**src/rtl/pmss_pkg.sv**
```systemverilog
// constants for the port mirror and address security register bank
package pmss_pkg;
  // ****************************************
  // bus and register map (index, byte address = 4 * index)
  // ****************************************
  localparam int ADDR_W = 12;
  localparam int DATA_W = 32;
  localparam int REG_W = 16;
  localparam int NPORT = 6;
  localparam logic [9:0] IDX_MIRROR_CTRL_UPPER = 10'h137;
  localparam logic [9:0] IDX_INTRUSION_FLAGS = 10'h138;
  localparam logic [9:0] IDX_LOCK_STATUS_FIRST = 10'h139;
  localparam logic [9:0] IDX_LOCK_STATUS_SECOND = 10'h13A;
  localparam logic [9:0] IDX_LOCK_SEARCH_PORT_SEL = 10'h13B;
  localparam logic [15:0] RST_MIRROR_CTRL_UPPER = 16'h0000;
  localparam logic [2:0] RST_LOCK_SEARCH_PORT_SEL = 3'h0;
  localparam logic [1:0] RESP_OKAY = 2'h0;
  localparam logic [1:0] RESP_SLVERR = 2'h2;
  // ****************************************
  // mirror control fields
  // ****************************************
  localparam int B_MIRRORING_ON = 15;
  localparam int B_COPY_BAD_CHECKSUM = 14;
  localparam int B_COPY_RECEIVE_ERROR = 13;
  localparam int B_COPY_FLOW_CONTROL = 12;
  localparam int B_COPY_OVERSIZE = 11;
  localparam int B_COPY_UNDERSIZE = 10;
  localparam int B_FORWARD_UNMONITORED = 8;
  localparam int F_PORT5_EGRESS_LO = 6;
  localparam int F_PORT5_INGRESS_LO = 4;
  localparam int F_PORT4_EGRESS_LO = 2;
  localparam int F_PORT4_INGRESS_LO = 0;
  localparam logic [15:0] MIRROR_CTRL_WMASK = 16'hFFFF;
  // ****************************************
  // copy selection codes, shared by both directions
  // ****************************************
  localparam logic [1:0] SEL_NONE = 2'h0;
  localparam logic [1:0] SEL_ALL = 2'h1;
  localparam logic [1:0] SEL_DA_MATCH = 2'h2;
  localparam logic [1:0] SEL_SA_MATCH = 2'h3;
  // ****************************************
  // security status fields
  // ****************************************
  localparam int F_HIGH_FLAGS_LO = 6;
  localparam int F_LOW_FLAGS_LO = 0;
  localparam logic [2:0] LAST_PORT_CODE = 3'h5;
endpackage

```
**src/rtl/pmss_regs.sv**
```systemverilog
// port mirror control and address security status registers over AXI4-Lite
`timescale 1ns/1ps
module pmss_regs
  import pmss_pkg::*;
(
  input wire logic clk,
  input wire logic rst,
  input wire logic [pmss_pkg::ADDR_W-1:0] s_axi_awaddr,
  input wire logic s_axi_awvalid,
  output logic s_axi_awready,
  input wire logic [pmss_pkg::DATA_W-1:0] s_axi_wdata,
  input wire logic [3:0] s_axi_wstrb,
  input wire logic s_axi_wvalid,
  output logic s_axi_wready,
  output logic [1:0] s_axi_bresp,
  output logic s_axi_bvalid,
  input wire logic s_axi_bready,
  input wire logic [pmss_pkg::ADDR_W-1:0] s_axi_araddr,
  input wire logic s_axi_arvalid,
  output logic s_axi_arready,
  output logic [pmss_pkg::DATA_W-1:0] s_axi_rdata,
  output logic [1:0] s_axi_rresp,
  output logic s_axi_rvalid,
  input wire logic s_axi_rready,
  input wire logic [15:0] low_ports_copy_sel,
  input wire logic [2:0] monitor_port,
  input wire logic frm_valid,
  input wire logic [2:0] frm_src_port,
  input wire logic [pmss_pkg::NPORT-1:0] frm_dst_ports,
  input wire logic frm_da_match,
  input wire logic frm_sa_match,
  input wire logic frm_bad_checksum,
  input wire logic frm_receive_error,
  input wire logic frm_pause,
  input wire logic frm_oversize,
  input wire logic frm_undersize,
  output logic frm_out_valid,
  output logic [pmss_pkg::NPORT-1:0] frm_out_ports,
  output logic frm_out_mirrored,
  input wire logic [pmss_pkg::NPORT-1:0] intrusion_evt,
  input wire logic [pmss_pkg::NPORT-1:0] address_locked_flags,
  input wire logic [pmss_pkg::NPORT-1:0] port_closed_flags,
  input wire logic [pmss_pkg::NPORT-1:0] link_lock_flags,
  output logic lock_lookup_start,
  output logic [2:0] lock_lookup_port
);
  import pmss_pkg::*;

  // ****************************************
  // registers
  // ****************************************
  logic [15:0] mirror_ctrl_ff;
  logic [NPORT-1:0] intrusion_seen_flags_ff;
  logic [NPORT-1:0] address_locked_ff;
  logic [NPORT-1:0] port_closed_ff;
  logic [NPORT-1:0] link_lock_ff;
  logic [2:0] lock_lookup_port_sel_ff;
  logic lock_lookup_start_ff;
  logic [2:0] lock_lookup_port_ff;
  logic aw_got_ff;
  logic w_got_ff;
  logic [ADDR_W-1:0] awaddr_ff;
  logic [DATA_W-1:0] wdata_ff;
  logic [3:0] wstrb_ff;
  logic awready_ff;
  logic wready_ff;
  logic bvalid_ff;
  logic [1:0] bresp_ff;
  logic arready_ff;
  logic rvalid_ff;
  logic [DATA_W-1:0] rdata_ff;
  logic [1:0] rresp_ff;
  logic frm_out_valid_ff;
  logic [NPORT-1:0] frm_out_ports_ff;
  logic frm_out_mirrored_ff;

  // ****************************************
  // write channel decode
  // ****************************************
  wire aw_hs = s_axi_awvalid & awready_ff;
  wire w_hs = s_axi_wvalid & wready_ff;
  wire nxt_aw_got = aw_got_ff | aw_hs;
  wire nxt_w_got = w_got_ff | w_hs;
  wire [ADDR_W-1:0] wr_addr = aw_hs ? s_axi_awaddr : awaddr_ff;
  wire [DATA_W-1:0] wr_data = w_hs ? s_axi_wdata : wdata_ff;
  wire [3:0] wr_strb = w_hs ? s_axi_wstrb : wstrb_ff;
  // write fires once both halves are held and the old response is gone
  wire wr_fire = nxt_aw_got & nxt_w_got & ~bvalid_ff;
  wire [9:0] wr_idx = wr_addr[ADDR_W-1:2];
  wire [15:0] wr_mask = {{8{wr_strb[1]}}, {8{wr_strb[0]}}};
  wire wr_mirror = wr_idx == IDX_MIRROR_CTRL_UPPER;
  wire wr_search = wr_idx == IDX_LOCK_SEARCH_PORT_SEL;
  // status registers are read only; writes to them are accepted and dropped
  wire wr_known = wr_mirror | wr_search | (wr_idx == IDX_INTRUSION_FLAGS)
    | (wr_idx == IDX_LOCK_STATUS_FIRST) | (wr_idx == IDX_LOCK_STATUS_SECOND);
  wire [15:0] nxt_mirror_ctrl = (mirror_ctrl_ff & ~(wr_mask & MIRROR_CTRL_WMASK))
    | (wr_data[15:0] & wr_mask & MIRROR_CTRL_WMASK);
  wire search_wr = wr_fire & wr_search & wr_strb[0];
  wire [2:0] nxt_search_port = wr_data[2:0];
  wire search_valid = nxt_search_port <= LAST_PORT_CODE;
  wire nxt_bvalid = wr_fire | (bvalid_ff & ~s_axi_bready);
  wire nxt_aw_got_hold = nxt_aw_got & ~wr_fire;
  wire nxt_w_got_hold = nxt_w_got & ~wr_fire;

  // ****************************************
  // read channel decode
  // ****************************************
  wire ar_hs = s_axi_arvalid & arready_ff;
  wire [9:0] rd_idx = s_axi_araddr[ADDR_W-1:2];
  wire rd_mirror = rd_idx == IDX_MIRROR_CTRL_UPPER;
  wire rd_intr = rd_idx == IDX_INTRUSION_FLAGS;
  wire rd_st0 = rd_idx == IDX_LOCK_STATUS_FIRST;
  wire rd_st1 = rd_idx == IDX_LOCK_STATUS_SECOND;
  wire rd_search = rd_idx == IDX_LOCK_SEARCH_PORT_SEL;
  wire rd_known = rd_mirror | rd_intr | rd_st0 | rd_st1 | rd_search;
  wire [15:0] rd_intr_word = 16'(intrusion_seen_flags_ff) << F_HIGH_FLAGS_LO;
  wire [15:0] rd_st0_word = (16'(address_locked_ff) << F_HIGH_FLAGS_LO)
    | (16'(port_closed_ff) << F_LOW_FLAGS_LO);
  wire [15:0] rd_st1_word = 16'(link_lock_ff) << F_LOW_FLAGS_LO;
  wire [15:0] rd_word = ({16{rd_mirror}} & mirror_ctrl_ff)
    | ({16{rd_intr}} & rd_intr_word) | ({16{rd_st0}} & rd_st0_word)
    | ({16{rd_st1}} & rd_st1_word) | ({16{rd_search}} & 16'(lock_lookup_port_sel_ff));
  wire intr_clear = ar_hs & rd_intr;
  wire nxt_rvalid = ar_hs | (rvalid_ff & ~s_axi_rready);

  // ****************************************
  // mirror selection per port
  // ****************************************
  wire [15:0] ctrl = mirror_ctrl_ff;
  wire [4*NPORT-1:0] all_sel = {ctrl[F_PORT5_EGRESS_LO+:2], ctrl[F_PORT5_INGRESS_LO+:2],
    ctrl[F_PORT4_EGRESS_LO+:2], ctrl[F_PORT4_INGRESS_LO+:2], low_ports_copy_sel};
  logic [NPORT-1:0] egress_hit;
  logic [NPORT-1:0] ingress_hit;
  genvar gp;
  generate
    for (gp = 0; gp < NPORT; gp++) begin : g_port
      wire [1:0] in_sel = all_sel[4*gp+:2];
      wire [1:0] eg_sel = all_sel[4*gp+2+:2];
      assign egress_hit[gp] = (eg_sel == SEL_ALL) | ((eg_sel == SEL_DA_MATCH) & frm_da_match)
        | ((eg_sel == SEL_SA_MATCH) & frm_sa_match);
      assign ingress_hit[gp] = (in_sel == SEL_ALL) | ((in_sel == SEL_DA_MATCH) & frm_da_match)
        | ((in_sel == SEL_SA_MATCH) & frm_sa_match);
    end
  endgenerate
  wire src_hit = (frm_src_port < 3'(NPORT)) & ingress_hit[frm_src_port];
  wire dst_hit = |(egress_hit & frm_dst_ports);
  // abnormal classes are dropped from the copy unless their own bit lets them through
  wire drop_bad_checksum = frm_bad_checksum & ~ctrl[B_COPY_BAD_CHECKSUM];
  wire drop_receive_error = frm_receive_error & ~ctrl[B_COPY_RECEIVE_ERROR];
  wire drop_flow_control = frm_pause & ~ctrl[B_COPY_FLOW_CONTROL];
  wire drop_oversize = frm_oversize & ~ctrl[B_COPY_OVERSIZE];
  wire drop_undersize = frm_undersize & ~ctrl[B_COPY_UNDERSIZE];
  wire class_ok = ~(drop_bad_checksum | drop_receive_error | drop_flow_control
    | drop_oversize | drop_undersize);
  wire selected = ctrl[B_MIRRORING_ON] & (src_hit | dst_hit) & class_ok;
  wire [NPORT-1:0] mon_bit = (monitor_port < 3'(NPORT)) ? NPORT'(1) << monitor_port : '0;
  wire mon_in_dst = |(frm_dst_ports & mon_bit);
  wire mon_copy = selected | (ctrl[B_FORWARD_UNMONITORED] & mon_in_dst);
  // with mirroring off the monitor port is an ordinary port
  wire [NPORT-1:0] nxt_out_ports = ctrl[B_MIRRORING_ON] ?
    ((frm_dst_ports & ~mon_bit) | (mon_copy ? mon_bit : '0)) : frm_dst_ports;

  // ****************************************
  // bus state
  // ****************************************
  always_ff @(posedge clk or posedge rst) begin
    if (rst) begin
      aw_got_ff <= 1'b0;
      w_got_ff <= 1'b0;
      awready_ff <= 1'b0;
      wready_ff <= 1'b0;
      bvalid_ff <= 1'b0;
    end else begin
      aw_got_ff <= nxt_aw_got_hold;
      w_got_ff <= nxt_w_got_hold;
      awready_ff <= ~nxt_aw_got_hold & ~nxt_bvalid;
      wready_ff <= ~nxt_w_got_hold & ~nxt_bvalid;
      bvalid_ff <= nxt_bvalid;
    end
  end

  // code only moves with a new write, so it stands with bvalid
  always_ff @(posedge clk or posedge rst) begin
    if (rst) begin
      bresp_ff <= RESP_OKAY;
    end else if (wr_fire) begin
      bresp_ff <= wr_known ? RESP_OKAY : RESP_SLVERR;
    end
  end

  always_ff @(posedge clk or posedge rst) begin
    if (rst) begin
      awaddr_ff <= '0;
    end else if (aw_hs) begin
      awaddr_ff <= s_axi_awaddr;
    end
  end

  always_ff @(posedge clk or posedge rst) begin
    if (rst) begin
      wdata_ff <= '0;
      wstrb_ff <= 4'h0;
    end else if (w_hs) begin
      wdata_ff <= s_axi_wdata;
      wstrb_ff <= s_axi_wstrb;
    end
  end

  always_ff @(posedge clk or posedge rst) begin
    if (rst) begin
      arready_ff <= 1'b0;
      rvalid_ff <= 1'b0;
    end else begin
      arready_ff <= ~nxt_rvalid;
      rvalid_ff <= nxt_rvalid;
    end
  end

  always_ff @(posedge clk or posedge rst) begin
    if (rst) begin
      rdata_ff <= '0;
      rresp_ff <= RESP_OKAY;
    end else if (ar_hs) begin
      rdata_ff <= DATA_W'(rd_word);
      rresp_ff <= rd_known ? RESP_OKAY : RESP_SLVERR;
    end
  end

  // ****************************************
  // control and status registers
  // ****************************************
  always_ff @(posedge clk or posedge rst) begin
    if (rst) begin
      mirror_ctrl_ff <= RST_MIRROR_CTRL_UPPER;
    end else if (wr_fire & wr_mirror) begin
      mirror_ctrl_ff <= nxt_mirror_ctrl;
    end
  end

  // unused codes are kept so software reads back what it wrote
  always_ff @(posedge clk or posedge rst) begin
    if (rst) begin
      lock_lookup_port_sel_ff <= RST_LOCK_SEARCH_PORT_SEL;
    end else if (search_wr) begin
      lock_lookup_port_sel_ff <= nxt_search_port;
    end
  end

  always_ff @(posedge clk or posedge rst) begin
    if (rst) begin
      lock_lookup_start_ff <= 1'b0;
    end else begin
      lock_lookup_start_ff <= search_wr & search_valid;
    end
  end

  always_ff @(posedge clk or posedge rst) begin
    if (rst) begin
      lock_lookup_port_ff <= RST_LOCK_SEARCH_PORT_SEL;
    end else if (search_wr & search_valid) begin
      lock_lookup_port_ff <= nxt_search_port;
    end
  end

  // a fresh event in the clearing cycle survives the read
  always_ff @(posedge clk or posedge rst) begin
    if (rst) begin
      intrusion_seen_flags_ff <= '0;
    end else begin
      intrusion_seen_flags_ff <= (intrusion_seen_flags_ff & ~{NPORT{intr_clear}})
        | intrusion_evt;
    end
  end

  always_ff @(posedge clk or posedge rst) begin
    if (rst) begin
      address_locked_ff <= '0;
      port_closed_ff <= '0;
      link_lock_ff <= '0;
    end else begin
      address_locked_ff <= address_locked_flags;
      port_closed_ff <= port_closed_flags;
      link_lock_ff <= link_lock_flags;
    end
  end

  // ****************************************
  // frame decision, one cycle after the descriptor
  // ****************************************
  always_ff @(posedge clk or posedge rst) begin
    if (rst) begin
      frm_out_valid_ff <= 1'b0;
    end else begin
      frm_out_valid_ff <= frm_valid;
    end
  end

  // decision stands until the next descriptor
  always_ff @(posedge clk or posedge rst) begin
    if (rst) begin
      frm_out_ports_ff <= '0;
      frm_out_mirrored_ff <= 1'b0;
    end else if (frm_valid) begin
      frm_out_ports_ff <= nxt_out_ports;
      frm_out_mirrored_ff <= selected;
    end
  end

  assign s_axi_awready = awready_ff;
  assign s_axi_wready = wready_ff;
  assign s_axi_bvalid = bvalid_ff;
  assign s_axi_bresp = bresp_ff;
  assign s_axi_arready = arready_ff;
  assign s_axi_rvalid = rvalid_ff;
  assign s_axi_rdata = rdata_ff;
  assign s_axi_rresp = rresp_ff;
  assign frm_out_valid = frm_out_valid_ff;
  assign frm_out_ports = frm_out_ports_ff;
  assign frm_out_mirrored = frm_out_mirrored_ff;
  assign lock_lookup_start = lock_lookup_start_ff;
  assign lock_lookup_port = lock_lookup_port_ff;
endmodule

```
**config.mk**
```make
export PLATFORM = sky130hd
export DESIGN_NAME = pmss_regs
export DESIGN_NICKNAME = d
export VERILOG_FILES = /design/src/rtl/pmss_pkg.sv /design/src/rtl/pmss_regs.sv
export SDC_FILE = /design/constraint.sdc
export NUM_CORES = 1
export LEC_CHECK = 0
export BUFFER_PORTS_ARGS = -buffer_cell sky130_fd_sc_hd__buf_4
export CORE_UTILIZATION = 44
export CTS_CLUSTER_DIAMETER = 80
export DETAILED_ROUTE_END_ITERATION = 8
export PLACE_DENSITY = 0.87
export SLEW_MARGIN = 40
export SYNTH_ARGS = -nofsm -noshare
export SYNTH_HDL_FRONTEND = slang
export SYNTH_SLANG_ARGS = --single-unit
```
**constraint.sdc**
```tcl
create_clock -name clk -period 2.9 [get_ports clk]
set_clock_uncertainty 0.1 [all_clocks]
set_input_delay 0 -clock clk [delete_from_list [all_inputs] [get_ports clk]]
set_output_delay 0 -clock clk [all_outputs]
set_load 0.02 [all_outputs]
```
==> results of run 1 <==
worst max path at each step:
stage	from	to	slack, ps
2_1_floorplan	s_axi_wready	lock_lookup_port[0]	810
3_3_place_gp	awaddr_ff[8]	lock_lookup_port[0]	710
3_5_place_dp	awaddr_ff[8]	lock_lookup_port[0]	640
4_1_cts	flop	frm_out_ports[4]	390
5_1_grt	flop	frm_out_ports[3]	220
6_report	flop	frm_out_ports[3]	370
logic make-up (layout without fill, tap and decap cells):
group / after synthesis / in the layout / share of synthesized area (%)
compound gates: 93 / 93 / 12.9
buf+inv: 45 / 248 / 5.22
flops: 108 / 108 / 56.9
mux: 47 / 47 / 11.4
other cells: 1 / 18 / 0.0790
simple gates: 115 / 115 / 13.4
layer usage:
metal | part of all wire, % | GRT usage (%) | vias up
met5 | 0 | 0 | -
met4 | 2.5 | 9.92 | 0
met3 | 4.9 | 4.08 | 29
met2 | 53 | 44.2 | 155
met1 | 39 | 27.3 | 1943
li1 | - | - | 1874
Yosys cell counts (5+ instances only):
cell / n / share of area, %
nand4_1: 6 / 0.79
inv_1: 15 / 1.2
a31oi_1: 17 / 2.2
a222oi_1: 6 / 1.3
a22oi_1: 5 / 0.79
a21o_1: 6 / 0.95
nor2_1: 20 / 1.6
nand3_1: 5 / 0.53
buf_4: 18 / 2.8
nor2b_1: 10 / 1.3
and4b_1: 5 / 1.1
nor3_1: 5 / 0.53
a21oi_1: 15 / 1.6
o21ai_0: 26 / 2.7
dfrtp_1: 108 / 57
nand2_1: 37 / 2.9
clkbuf_1: 7 / 0.55
mux2_2: 40 / 9.5
nand2b_1: 6 / 0.79
area by class of cell:
class / count / area share [%]
sequential: 108 / 39.7
multi-input combinational: 273 / 27.4
timing repair buffer: 218 / 26.9
tap: 136 / 2.50
clock buffer: 9 / 1.82
clock inverter: 6 / 0.900
inverter: 15 / 0.881
power groups by stage:
stage | Combinational (uW) | Clock [uW] | Sequential (uW)
floorplan | 571 | 0 | 1980
global placement | 916 | 0 | 1920
detailed placement | 960 | 0 | 1950
CTS | 1050 | 882 | 1920
global route | 1150 | 948 | 1950
finish | 1050 | 864 | 1920
tightest hold or removal path: cells and delay by family:
family / cells / cell delay, ps
buffers and inverters: 1 / 120
AO/OA/AOI/OAI: 1 / 300
AND/OR/NAND/NOR: 1 / 80
through the flow:
| step | hold slack, ps | cells | setup WS, ps | power, uW | instance area (sq um) |
|---|---|---|---|---|---|
| floorplan | -68.6 | 426 | 808 | 2550 | 4810 |
| global placement | -93.0 | 677 | 711 | 2840 | 5890 |
| detailed placement | -80.3 | 677 | 644 | 2910 | 5890 |
| CTS | 28.7 | 765 | 390 | 3850 | 6810 |
| global route | 56.7 | 765 | 218 | 4050 | 6820 |
| finish | 63.9 | 765 | 368 | 3840 | 6820 |
==> flow_summary_export.csv, run 1 <==
group,metric,value,unit
power,power_frac_clock,22.5,%
critical_path,max_stage_delay,580,ps
logic_synthesis,syn_area,4750,sq um
critical_path,crit_family,"compound AO/OA/AOI/OAI gates",
clocking,cts-buffers-inserted,9,
min_path,min_from,"s_axi_araddr[3]",
clocking,cts_sinks,108,
power,pwr-share-comb,27.4,%
finish,layout.nets,752,
finish,final_common_cell,"buf_4",
power,seqPwrFrac,50.1,%
critical_path,path_common_cell,"a31oi_1",
global_routing,grt_pass1_wl,20800,um
critical_path,crit_fanout,7,
global_routing,antenna_found_initial,0,
critical_path,cp_slowest_cell,"dlygate4sd3_1",
power,leakagePower,0.00318,uW
power,p_sw,1180,uW
logic_synthesis,async_reset_ff_share,100,%
detailed_routing,vias,4001,
min_path,whs_endpoint,"s_axi_rdata[8]",
finish,multi_input_comb_area,1870,sq um
power,p_sw_share,30.7,%
outcome,outcome,"finished clean",
global_routing,grt_max_degree,94,
sta,finalSetupViolCount,0,
clocking,path_clk_slew,110,ps
sta,drv_slew,0,
finish,final_cell_mix,"buf_4, dfrtp_1, dlygate4sd3_1",
clocking,cts_resized,0,
clocking,cts_hold_buf,73,
logic_synthesis,ys_seq_area_share,56.9,%
sta,setup_tns,0,ps
die,die-area,11200,sq um
clocking,cts_tree,"built",
critical_path,required,3050,ps
logic_synthesis,ys_warn_count,0,
critical_path,crit_path_cell_trace,"a21oi_1 -> a31oi_1 -> mux4_2 -> nor2b_1 -> o21ai_2 -> a31oi_1 -> dlygate4sd3_1",
power,ir_drop,0.485,mV
finish,post-route-util,65.7,%
global_routing,grt_pass1_vias,4327,
detailed_routing,drcViolationCount,0,
finish,drive_above_1_share,34.0,%
min_path,min_path_cells,3,
critical_path,reg2reg_to,"frm_out_ports[3]",
detailed_routing,wirelength,12700,um
logic_synthesis,synthCells,409,
logic_synthesis,postSynthAreaPerCell,11.6,sq um
critical_path,start_kind,"flop",
finish,seq_area,2700,sq um
sta,hold_viol_final,0,
sta,max_slew.worst_pin.slew,631,ps
critical_path,rr_worst_depth,7,
clocking,cts_setup_buffers,0,
critical_path,cp-end-kind,"flop",
global_routing,gr-usage-all-layers,24.0,%
finish,n_antenna_cell,0,
global_routing,overflow,0,
finish,fillers,771,
run,max-cap-violations,0,
detailed_routing,dr.pass1.iters,4,
sta,rsz0062_at_grt,"no",
finish,area_growth,43.6,%
critical_path,ff2ff_setup_slack,370,ps
critical_path,path_class,"flop to flop",
placement,dpl.hpwl,8400,um
logic_synthesis,ys_seq_elements,108,
logic_synthesis,synth_edf_count,0,
detailed_routing,drtAntennaViolNets,0,
die,core-area,10400,sq um
critical_path,cp_num_cells,7,
die,die_y,106,um
die,rows,37,
die,die_x,106,um
critical_path,path_buf_inv,1,
detailed_routing,viasPerCell,5.23,
sta,max_freq,0.395,GHz
placement,port_buffers,139,
power,power.internal,2660,uW
clocking,clockBufferDepth,2,
clocking,htreeDepth,3,
sta,fin_crit_sh,87.3,%
die,start_util,45.8,%
logic_synthesis,ys_types,50,
placement,gp_congestion,0.817,
sta,fin_crit,2530,ps
detailed_routing,wire_per_inst,16.7,um
die,io-pin-count,180,
critical_path,cp.arrival,2680,ps
clocking,clkLatencyLatePin,370,ps
min_path,hold_path_class,"input port to flop",
sta,slew_headroom,57.6,%
power,power_density,564,nW/um^2
clocking,cts_root_buffer,"clkbuf_8",
logic_synthesis,ys.flop_type,"dfrtp_1",
detailed_routing,first_iter_violations,171,
Power figures use the tool's default switching activity.
==> run 2, diff against run 1 <==
--- a/config.mk
+++ b/config.mk
@@ -6,10 +6,12 @@
 export NUM_CORES = 1
 export LEC_CHECK = 0
 export BUFFER_PORTS_ARGS = -buffer_cell sky130_fd_sc_hd__buf_4
-export CORE_UTILIZATION = 44
+export CELL_PAD_IN_SITES_DETAIL_PLACEMENT = 1
+export CELL_PAD_IN_SITES_GLOBAL_PLACEMENT = 2
+export CORE_UTILIZATION = 30
 export CTS_CLUSTER_DIAMETER = 80
 export DETAILED_ROUTE_END_ITERATION = 8
-export PLACE_DENSITY = 0.87
+export PLACE_DENSITY = 0.9
 export SLEW_MARGIN = 40
 export SYNTH_ARGS = -nofsm -noshare
 export SYNTH_HDL_FRONTEND = slang
==> constraint.sdc (replaced) <==
create_clock -name clk -period 2.5 [get_ports clk]
set_clock_uncertainty 0.1 [all_clocks]
set_input_delay 0 -clock clk [delete_from_list [all_inputs] [get_ports clk]]
set_output_delay 0 -clock clk [all_outputs]
set_load 0.02 [all_outputs]
==> flow_summary_export.csv, run 2 (synthesis gave the netlist of run 1 again) <==
group,metric,value,unit
outcome,outcome,"finished clean",
finish,finalNonFillerCells,840,
global_routing,antenna_found_initial,1,
placement,gp_congestion,0.824,
die,core-area,15300,sq um
finish,layout.nets,750,
detailed_routing,wirelength,13900,um
detailed_routing,viasPerCell,4.77,
finish,final_cell_mix,"buf_4, dfrtp_1, dlygate4sd3_1",
run,max-cap-violations,0,
power,p_sw_share,29.1,%
clocking,path_clk_slew,70,ps
clocking,cts_setup_buffers,0,
critical_path,crit_path_cell_trace,"and2_1 -> o21ai_0 -> a21boi_2 -> nand2_1 -> mux2_2",
placement,placed_cells,756,
die,die_x,128,um
die,die_y,128,um
global_routing,gr-usage-all-layers,18.1,%
power,p_sw,1400,uW
detailed_routing,drcViolationCount,0,
die,die-area,16300,sq um
global_routing,grt_max_degree,56,
power,power_frac_clock,28.1,%
clocking,clockBufferDepth,2,
sta,max_freq,0.482,GHz
global_routing,overflow,0,
finish,area_growth,47.0,%
detailed_routing,vias,4005,
clocking,cts_root_buffer,"clkbuf_16",
critical_path,crit_fanout,10,
clocking,cts_tree,"built",
sta,setup_tns,0,ps
critical_path,cp_slowest_cell,"dfrtp_1",
min_path,hold_path_class,"input port to flop",
critical_path,start_kind,"flop",
power,ir_drop,0.461,mV
critical_path,max_stage_delay,430,ps
sta,drv_slew,0,
clocking,htreeDepth,3,
power,power.internal,3400,uW
finish,drive_above_1_share,34.7,%
sta,finalSetupViolCount,0,
critical_path,path_buf_inv,0,
detailed_routing,wire_per_inst,16.6,um
critical_path,required,2640,ps
critical_path,cp-end-kind,"flop",
power,seqPwrFrac,46.7,%
sta,fin_crit,2080,ps
clocking,cts_resized,0,
global_routing,grt_pass1_vias,4422,
detailed_routing,dr.pass1.iters,4,
power,power_density,687,nW/um^2
sta,fin_crit_sh,83.0,%
die,io-pin-count,180,
clocking,clkLatencyLatePin,350,ps
clocking,cts_sinks,108,
clocking,cts-buffers-inserted,9,
critical_path,path_class,"flop to flop",
detailed_routing,first_iter_violations,152,
critical_path,crit_family,"simple AND/OR/NAND/NOR gates",
die,start_util,31.0,%
placement,dpl.hpwl,10200,um
placement,port_buffers,139,
sta,max_slew.worst_pin.slew,731,ps
detailed_routing,drtAntennaViolNets,0,
global_routing,grt_pass1_wl,22800,um
sta,slew_headroom,51.2,%
finish,final_common_cell,"buf_4",
sta,rsz0062_at_grt,"no",
power,leakagePower,0.00322,uW
power,pwr-share-comb,25.2,%
die,rows,45,
sta,hold_viol_final,0,
critical_path,cp.arrival,2210,ps
run 2: cell count changes in the layout (fill, tap and decap cells not counted), sizes merged:
cell | before | now
buf | 145 | 149
inv | 16 | 14
dlygate4sd3 | 73 | 67
clkinvlp | 2 | 3
clkbuf | 9 | 11
diode | 0 | 1
run 2: power by group through the flow:
| stage | combinational (uW) | clock, uW | sequential, uW |
|---|---|---|---|
| final | 1210 | 1350 | 2240 |
| after global routing | 1320 | 1460 | 2280 |
| after CTS | 1220 | 1400 | 2240 |
| after detailed placement | 1130 | 0 | 2270 |
| after global placement | 1080 | 0 | 2240 |
| after floorplan | 663 | 0 | 2290 |
run 2: repair_timing:
| action | CTS | global route |
|---|---|---|
| endpoints found under the hold margin | 116 | 0 |
| hold buffers | 67 | 0 |
| setup endpoints to repair | 0 | 0 |
run 2: worst min-delay path, delay by kind of cell:
family / cells / cell delay (ps)
compound gates: 2 / 140
buf+inv: 1 / 130
simple gates: 2 / 140
run 2: area by class of cell:
type | instances | area [sq um]
diodes | 1 | 2.50
clock buffers | 11 | 243
clock inverters | 5 | 37.5
fillers | 1694 | 8340
inverters | 15 | 60.1
multi-input cells | 273 | 1870
flip-flops and latches | 108 | 2700
well taps | 211 | 264
repair buffers | 216 | 1800
run 2: final timing paths:
kind / from / endpoint / slack, ps / cells after the start
worst max register to register: s_axi_awready / flop / 420 / 5
worst max-delay path: s_axi_awready / flop / 420 / 5
min in group asynchronous: rst / lock_lookup_port_sel_ff[2] / 230 / 3
worst min register to register: aw_got_ff / s_axi_awready / 360 / 1
max in group asynchronous: rst / s_axi_wready / 1330 / 4
worst min-delay path: frm_dst_ports[4] / frm_out_ports[4] / 10 / 5
run 2: stage by stage:
stage	util [%]	power (uW)	instance area, sq um	hold slack [ps]	setup WS, ps
2_1_floorplan	-	2960	4810	-68.6	408
3_3_place_gp	39.3	3320	6020	11.5	477
3_5_place_dp	39.3	3400	6020	10.9	412
4_1_cts	45.5	4850	6970	5.75	405
5_1_grt	45.5	5060	6970	42.1	258
6_report	45.6	4800	6980	10.5	425
run 2: layer usage:
layer | routed length [um] | track usage [%] | share of wire, %
met2 | 7280 | 32.5 | 52
met5 | 0 | 0 | 0
met3 | 862 | 5.09 | 6.2
met4 | 150 | 4.64 | 1.1
met1 | 5650 | 21.3 | 41
==> run 3, diff against run 2 <==
--- a/config.mk
+++ b/config.mk
@@ -5,13 +5,14 @@
 export SDC_FILE = /design/constraint.sdc
 export NUM_CORES = 1
 export LEC_CHECK = 0
+export ABC_AREA = 1
 export BUFFER_PORTS_ARGS = -buffer_cell sky130_fd_sc_hd__buf_4
 export CELL_PAD_IN_SITES_DETAIL_PLACEMENT = 1
 export CELL_PAD_IN_SITES_GLOBAL_PLACEMENT = 2
-export CORE_UTILIZATION = 30
+export CORE_UTILIZATION = 28
 export CTS_CLUSTER_DIAMETER = 80
 export DETAILED_ROUTE_END_ITERATION = 8
-export PLACE_DENSITY = 0.9
+export PLACE_DENSITY = 0.91
 export SLEW_MARGIN = 40
 export SYNTH_ARGS = -nofsm -noshare
 export SYNTH_HDL_FRONTEND = slang
==> constraint.sdc (replaced) <==
create_clock -name clk -period 1.94 [get_ports clk]
set_clock_uncertainty 0.1 [all_clocks]
set_input_delay 0 -clock clk [delete_from_list [all_inputs] [get_ports clk]]
set_output_delay 0 -clock clk [all_outputs]
set_load 0.02 [all_outputs]
==> flow_summary_export.csv, run 3 <==
group,metric,value,unit
critical_path,max_stage_delay,460,ps
placement,port_buffers,139,
sta,drv_slew,0,
power,power_density,892,nW/um^2
min_path,min_from,"s_axi_araddr[5]",
die,die-area,18500,sq um
logic_synthesis,ys_warn_count,0,
die,rows,48,
power,seqPwrFrac,41.8,%
detailed_routing,vias,4731,
power,pwr-share-comb,30.7,%
clocking,htreeDepth,3,
logic_synthesis,ys_seq_elements,108,
power,power.internal,4620,uW
critical_path,required,2140,ps
logic_synthesis,synth_xor_area_share,0,%
logic_synthesis,synthCells,595,
power,p_sw_share,32.2,%
global_routing,overflow,0,
global_routing,grt_max_degree,75,
clocking,cts_root_buffer,"clkbuf_16",
sta,fin_crit,1870,ps
finish,final_common_cell,"buf_4",
finish,fillers,2070,
critical_path,cp-end-kind,"flop",
critical_path,path_class,"flop to flop",
finish,drive_above_1_share,27.8,%
logic_synthesis,synth_top_family_by_area,"simple AND/OR/NAND/NOR gates",
critical_path,path_common_cell,"nand2_1",
detailed_routing,viasPerCell,4.43,
detailed_routing,dr.pass1.iters,4,
finish,finalNonFillerCells,1069,
placement,gp_congestion,0.767,
finish,layout.nets,967,
outcome,outcome,"finished clean",
global_routing,grt_pass1_wl,25200,um
finish,n_antenna_cell,0,
clocking,clkLatencyLatePin,360,ps
logic_synthesis,synth-compound-area-share,9.37,%
die,start_util,28.8,%
logic_synthesis,yosys.cell_count.top_type,"nand2_1",
power,ir_drop,0.569,mV
critical_path,path_buf_inv,2,
detailed_routing,wirelength,16200,um
critical_path,crit_path_cell_trace,"nand2_4 -> nand2_1 -> o21ai_2 -> buf_4 -> nand2_1 -> nor2_1 -> nand2_2 -> nor2_4 -> nand2_2 -> buf_4 -> nand2_1",
global_routing,grt_pass1_vias,4891,
sta,rsz0062_at_grt,"yes",
critical_path,crit_family,"simple AND/OR/NAND/NOR gates",
sta,finalSetupViolCount,0,
die,core-area,17400,sq um
placement,placement.cell_area,6430,sq um
finish,area_growth,52.0,%
global_routing,antenna_found_initial,0,
die,die_x,136,um
detailed_routing,wire_per_inst,15.1,um
min_path,hold_path_class,"input port to flop",
die,io-pin-count,180,
critical_path,crit_fanout,8,
logic_synthesis,synth_edf_count,0,
logic_synthesis,ys.flop_type,"dfrtp_1",
clocking,cts_sinks,108,
placement,placed_cells,969,
critical_path,cp.arrival,2070,ps
detailed_routing,first_iter_violations,119,
critical_path,start_kind,"flop",
power,power_frac_clock,27.5,%
critical_path,r2r_start,"s_axi_awready",
clocking,clockBufferDepth,2,
logic_synthesis,synth_area_leader_cell,"dfrtp_1",
sta,max_freq,0.534,GHz
detailed_routing,drtAntennaViolNets,0,
logic_synthesis,yosys.area.top_type_share,53.8,%
finish,final_cell_mix,"buf_4, nand2_1, dfrtp_1",
clocking,path_clk_slew,80,ps
logic_synthesis,yosys-top-cells-area,"dfrtp_1, nand2_1, inv_1, nand3_1, o21ai_0",
logic_synthesis,async_reset_ff_share,100,%
logic_synthesis,postSynthAreaPerCell,8.44,sq um
critical_path,startpoint,"s_axi_awready",
die,die_y,136,um
logic_synthesis,yosys.area_share.simple,26.9,%
logic_synthesis,yosys.area_share.adder,0,%
logic_synthesis,synthMuxAreaShare,0,%
sta,hold_viol_final,0,
power,leakagePower,0.00384,uW
run,max-cap-violations,0,
global_routing,gr-usage-all-layers,18.1,%
logic_synthesis,ys_seq_area_share,53.8,%
logic_synthesis,ys_types,39,
clocking,cts_tree,"built",
finish,final_area,7630,sq um
logic_synthesis,syn_area,5020,sq um
clocking,cts-buffers-inserted,9,
logic_synthesis,netlist_top_cells_count,"nand2_1, dfrtp_1, inv_1",
sta,fin_crit_sh,96.6,%
detailed_routing,drcViolationCount,0,
sta,setup_tns,0,ps
power,p_sw,2190,uW
critical_path,cp_slowest_cell,"dfrtp_2",
placement,dpl.hpwl,11400,um
[run 3: layout make-up]
type                    instances  area, sq um  area share, %
flip-flops and latches        108         2710           35.4
repair buffers                246         2090           27.4
multi-input cells             396         1960           25.7
inverters                      79          312           4.08
well taps                     225          282           3.69
clock buffers                   9          225           2.95
clock inverters                 6         62.6          0.820
[run 3: repair_timing]
item,in CTS,in global routing
endpoints found under the setup margin,22,25
cloned,0,1
pin swaps,0,5
buffers inserted,0,7
hold buffers,77,0
resized for setup,3,26
endpoints found under the hold margin,191,0
[run 3: routing by layer]
metal / global-route usage (%) / vias up / share of wire, % / routed length, um
met5: 0 / - / 0 / 0
met4: 6.17 / 0 / 1.5 / 235
met1: 22.7 / 2284 / 45 / 7210
li1: - / 2333 / - / -
met2: 31.5 / 102 / 51 / 8190
met3: 2.72 / 12 / 3.3 / 533
[run 3: cells by family after synthesis]
logic type,after synthesis
AND/OR/NAND/NOR,302
other,1
flip-flops,108
buffers and inverters,109
AO/OA/AOI/OAI,75
[run 3: metrics by stage]
| step | util [%] | power [uW] | setup slack [ps] | hold WS, ps |
|---|---|---|---|---|
| floorplan | - | 3930 | 70.6 | -68.6 |
| global placement | 36.9 | 4590 | 45.3 | -4.94 |
| detailed placement | 36.9 | 4660 | -36.5 | 4.05 |
| CTS | 43.0 | 6770 | 16.2 | 27.3 |
| global route | 43.8 | 7240 | -63.4 | 43.6 |
| finish | 43.8 | 6810 | 66.8 | 30.2 |
[run 3: power groups by stage]
stage	sequential (uW)	clock (uW)	combinational [uW]
after floorplan	2930	0	1000
after CTS	2840	1940	1990
final	2850	1870	2090
after global routing	2890	2000	2350
after detailed placement	2870	0	1790
after global placement	2850	0	1740
[run 3: final timing paths]
path                                      to  slack, ps  cells after the start
min reg2reg                    s_axi_arready        380                      1
min                          s_axi_rdata[11]         30                      5
max reg2reg                lock_lookup_start         70                     11
min in group asynchronous       awaddr_ff[3]        170                      4
max in group asynchronous   frm_out_mirrored       1170                      4
max                        lock_lookup_start         70                     11
[run 3: worst reg2reg max path: cells and delay by family, from the launching register on]
| family | cells | cell delay (ps) |
|---|---|---|
| and+or+nand+nor | 8 | 890 |
| buffers and inverters | 2 | 280 |
| AOI/OAI and AO/OA | 1 | 80 |
| DFF | 1 | 460 |
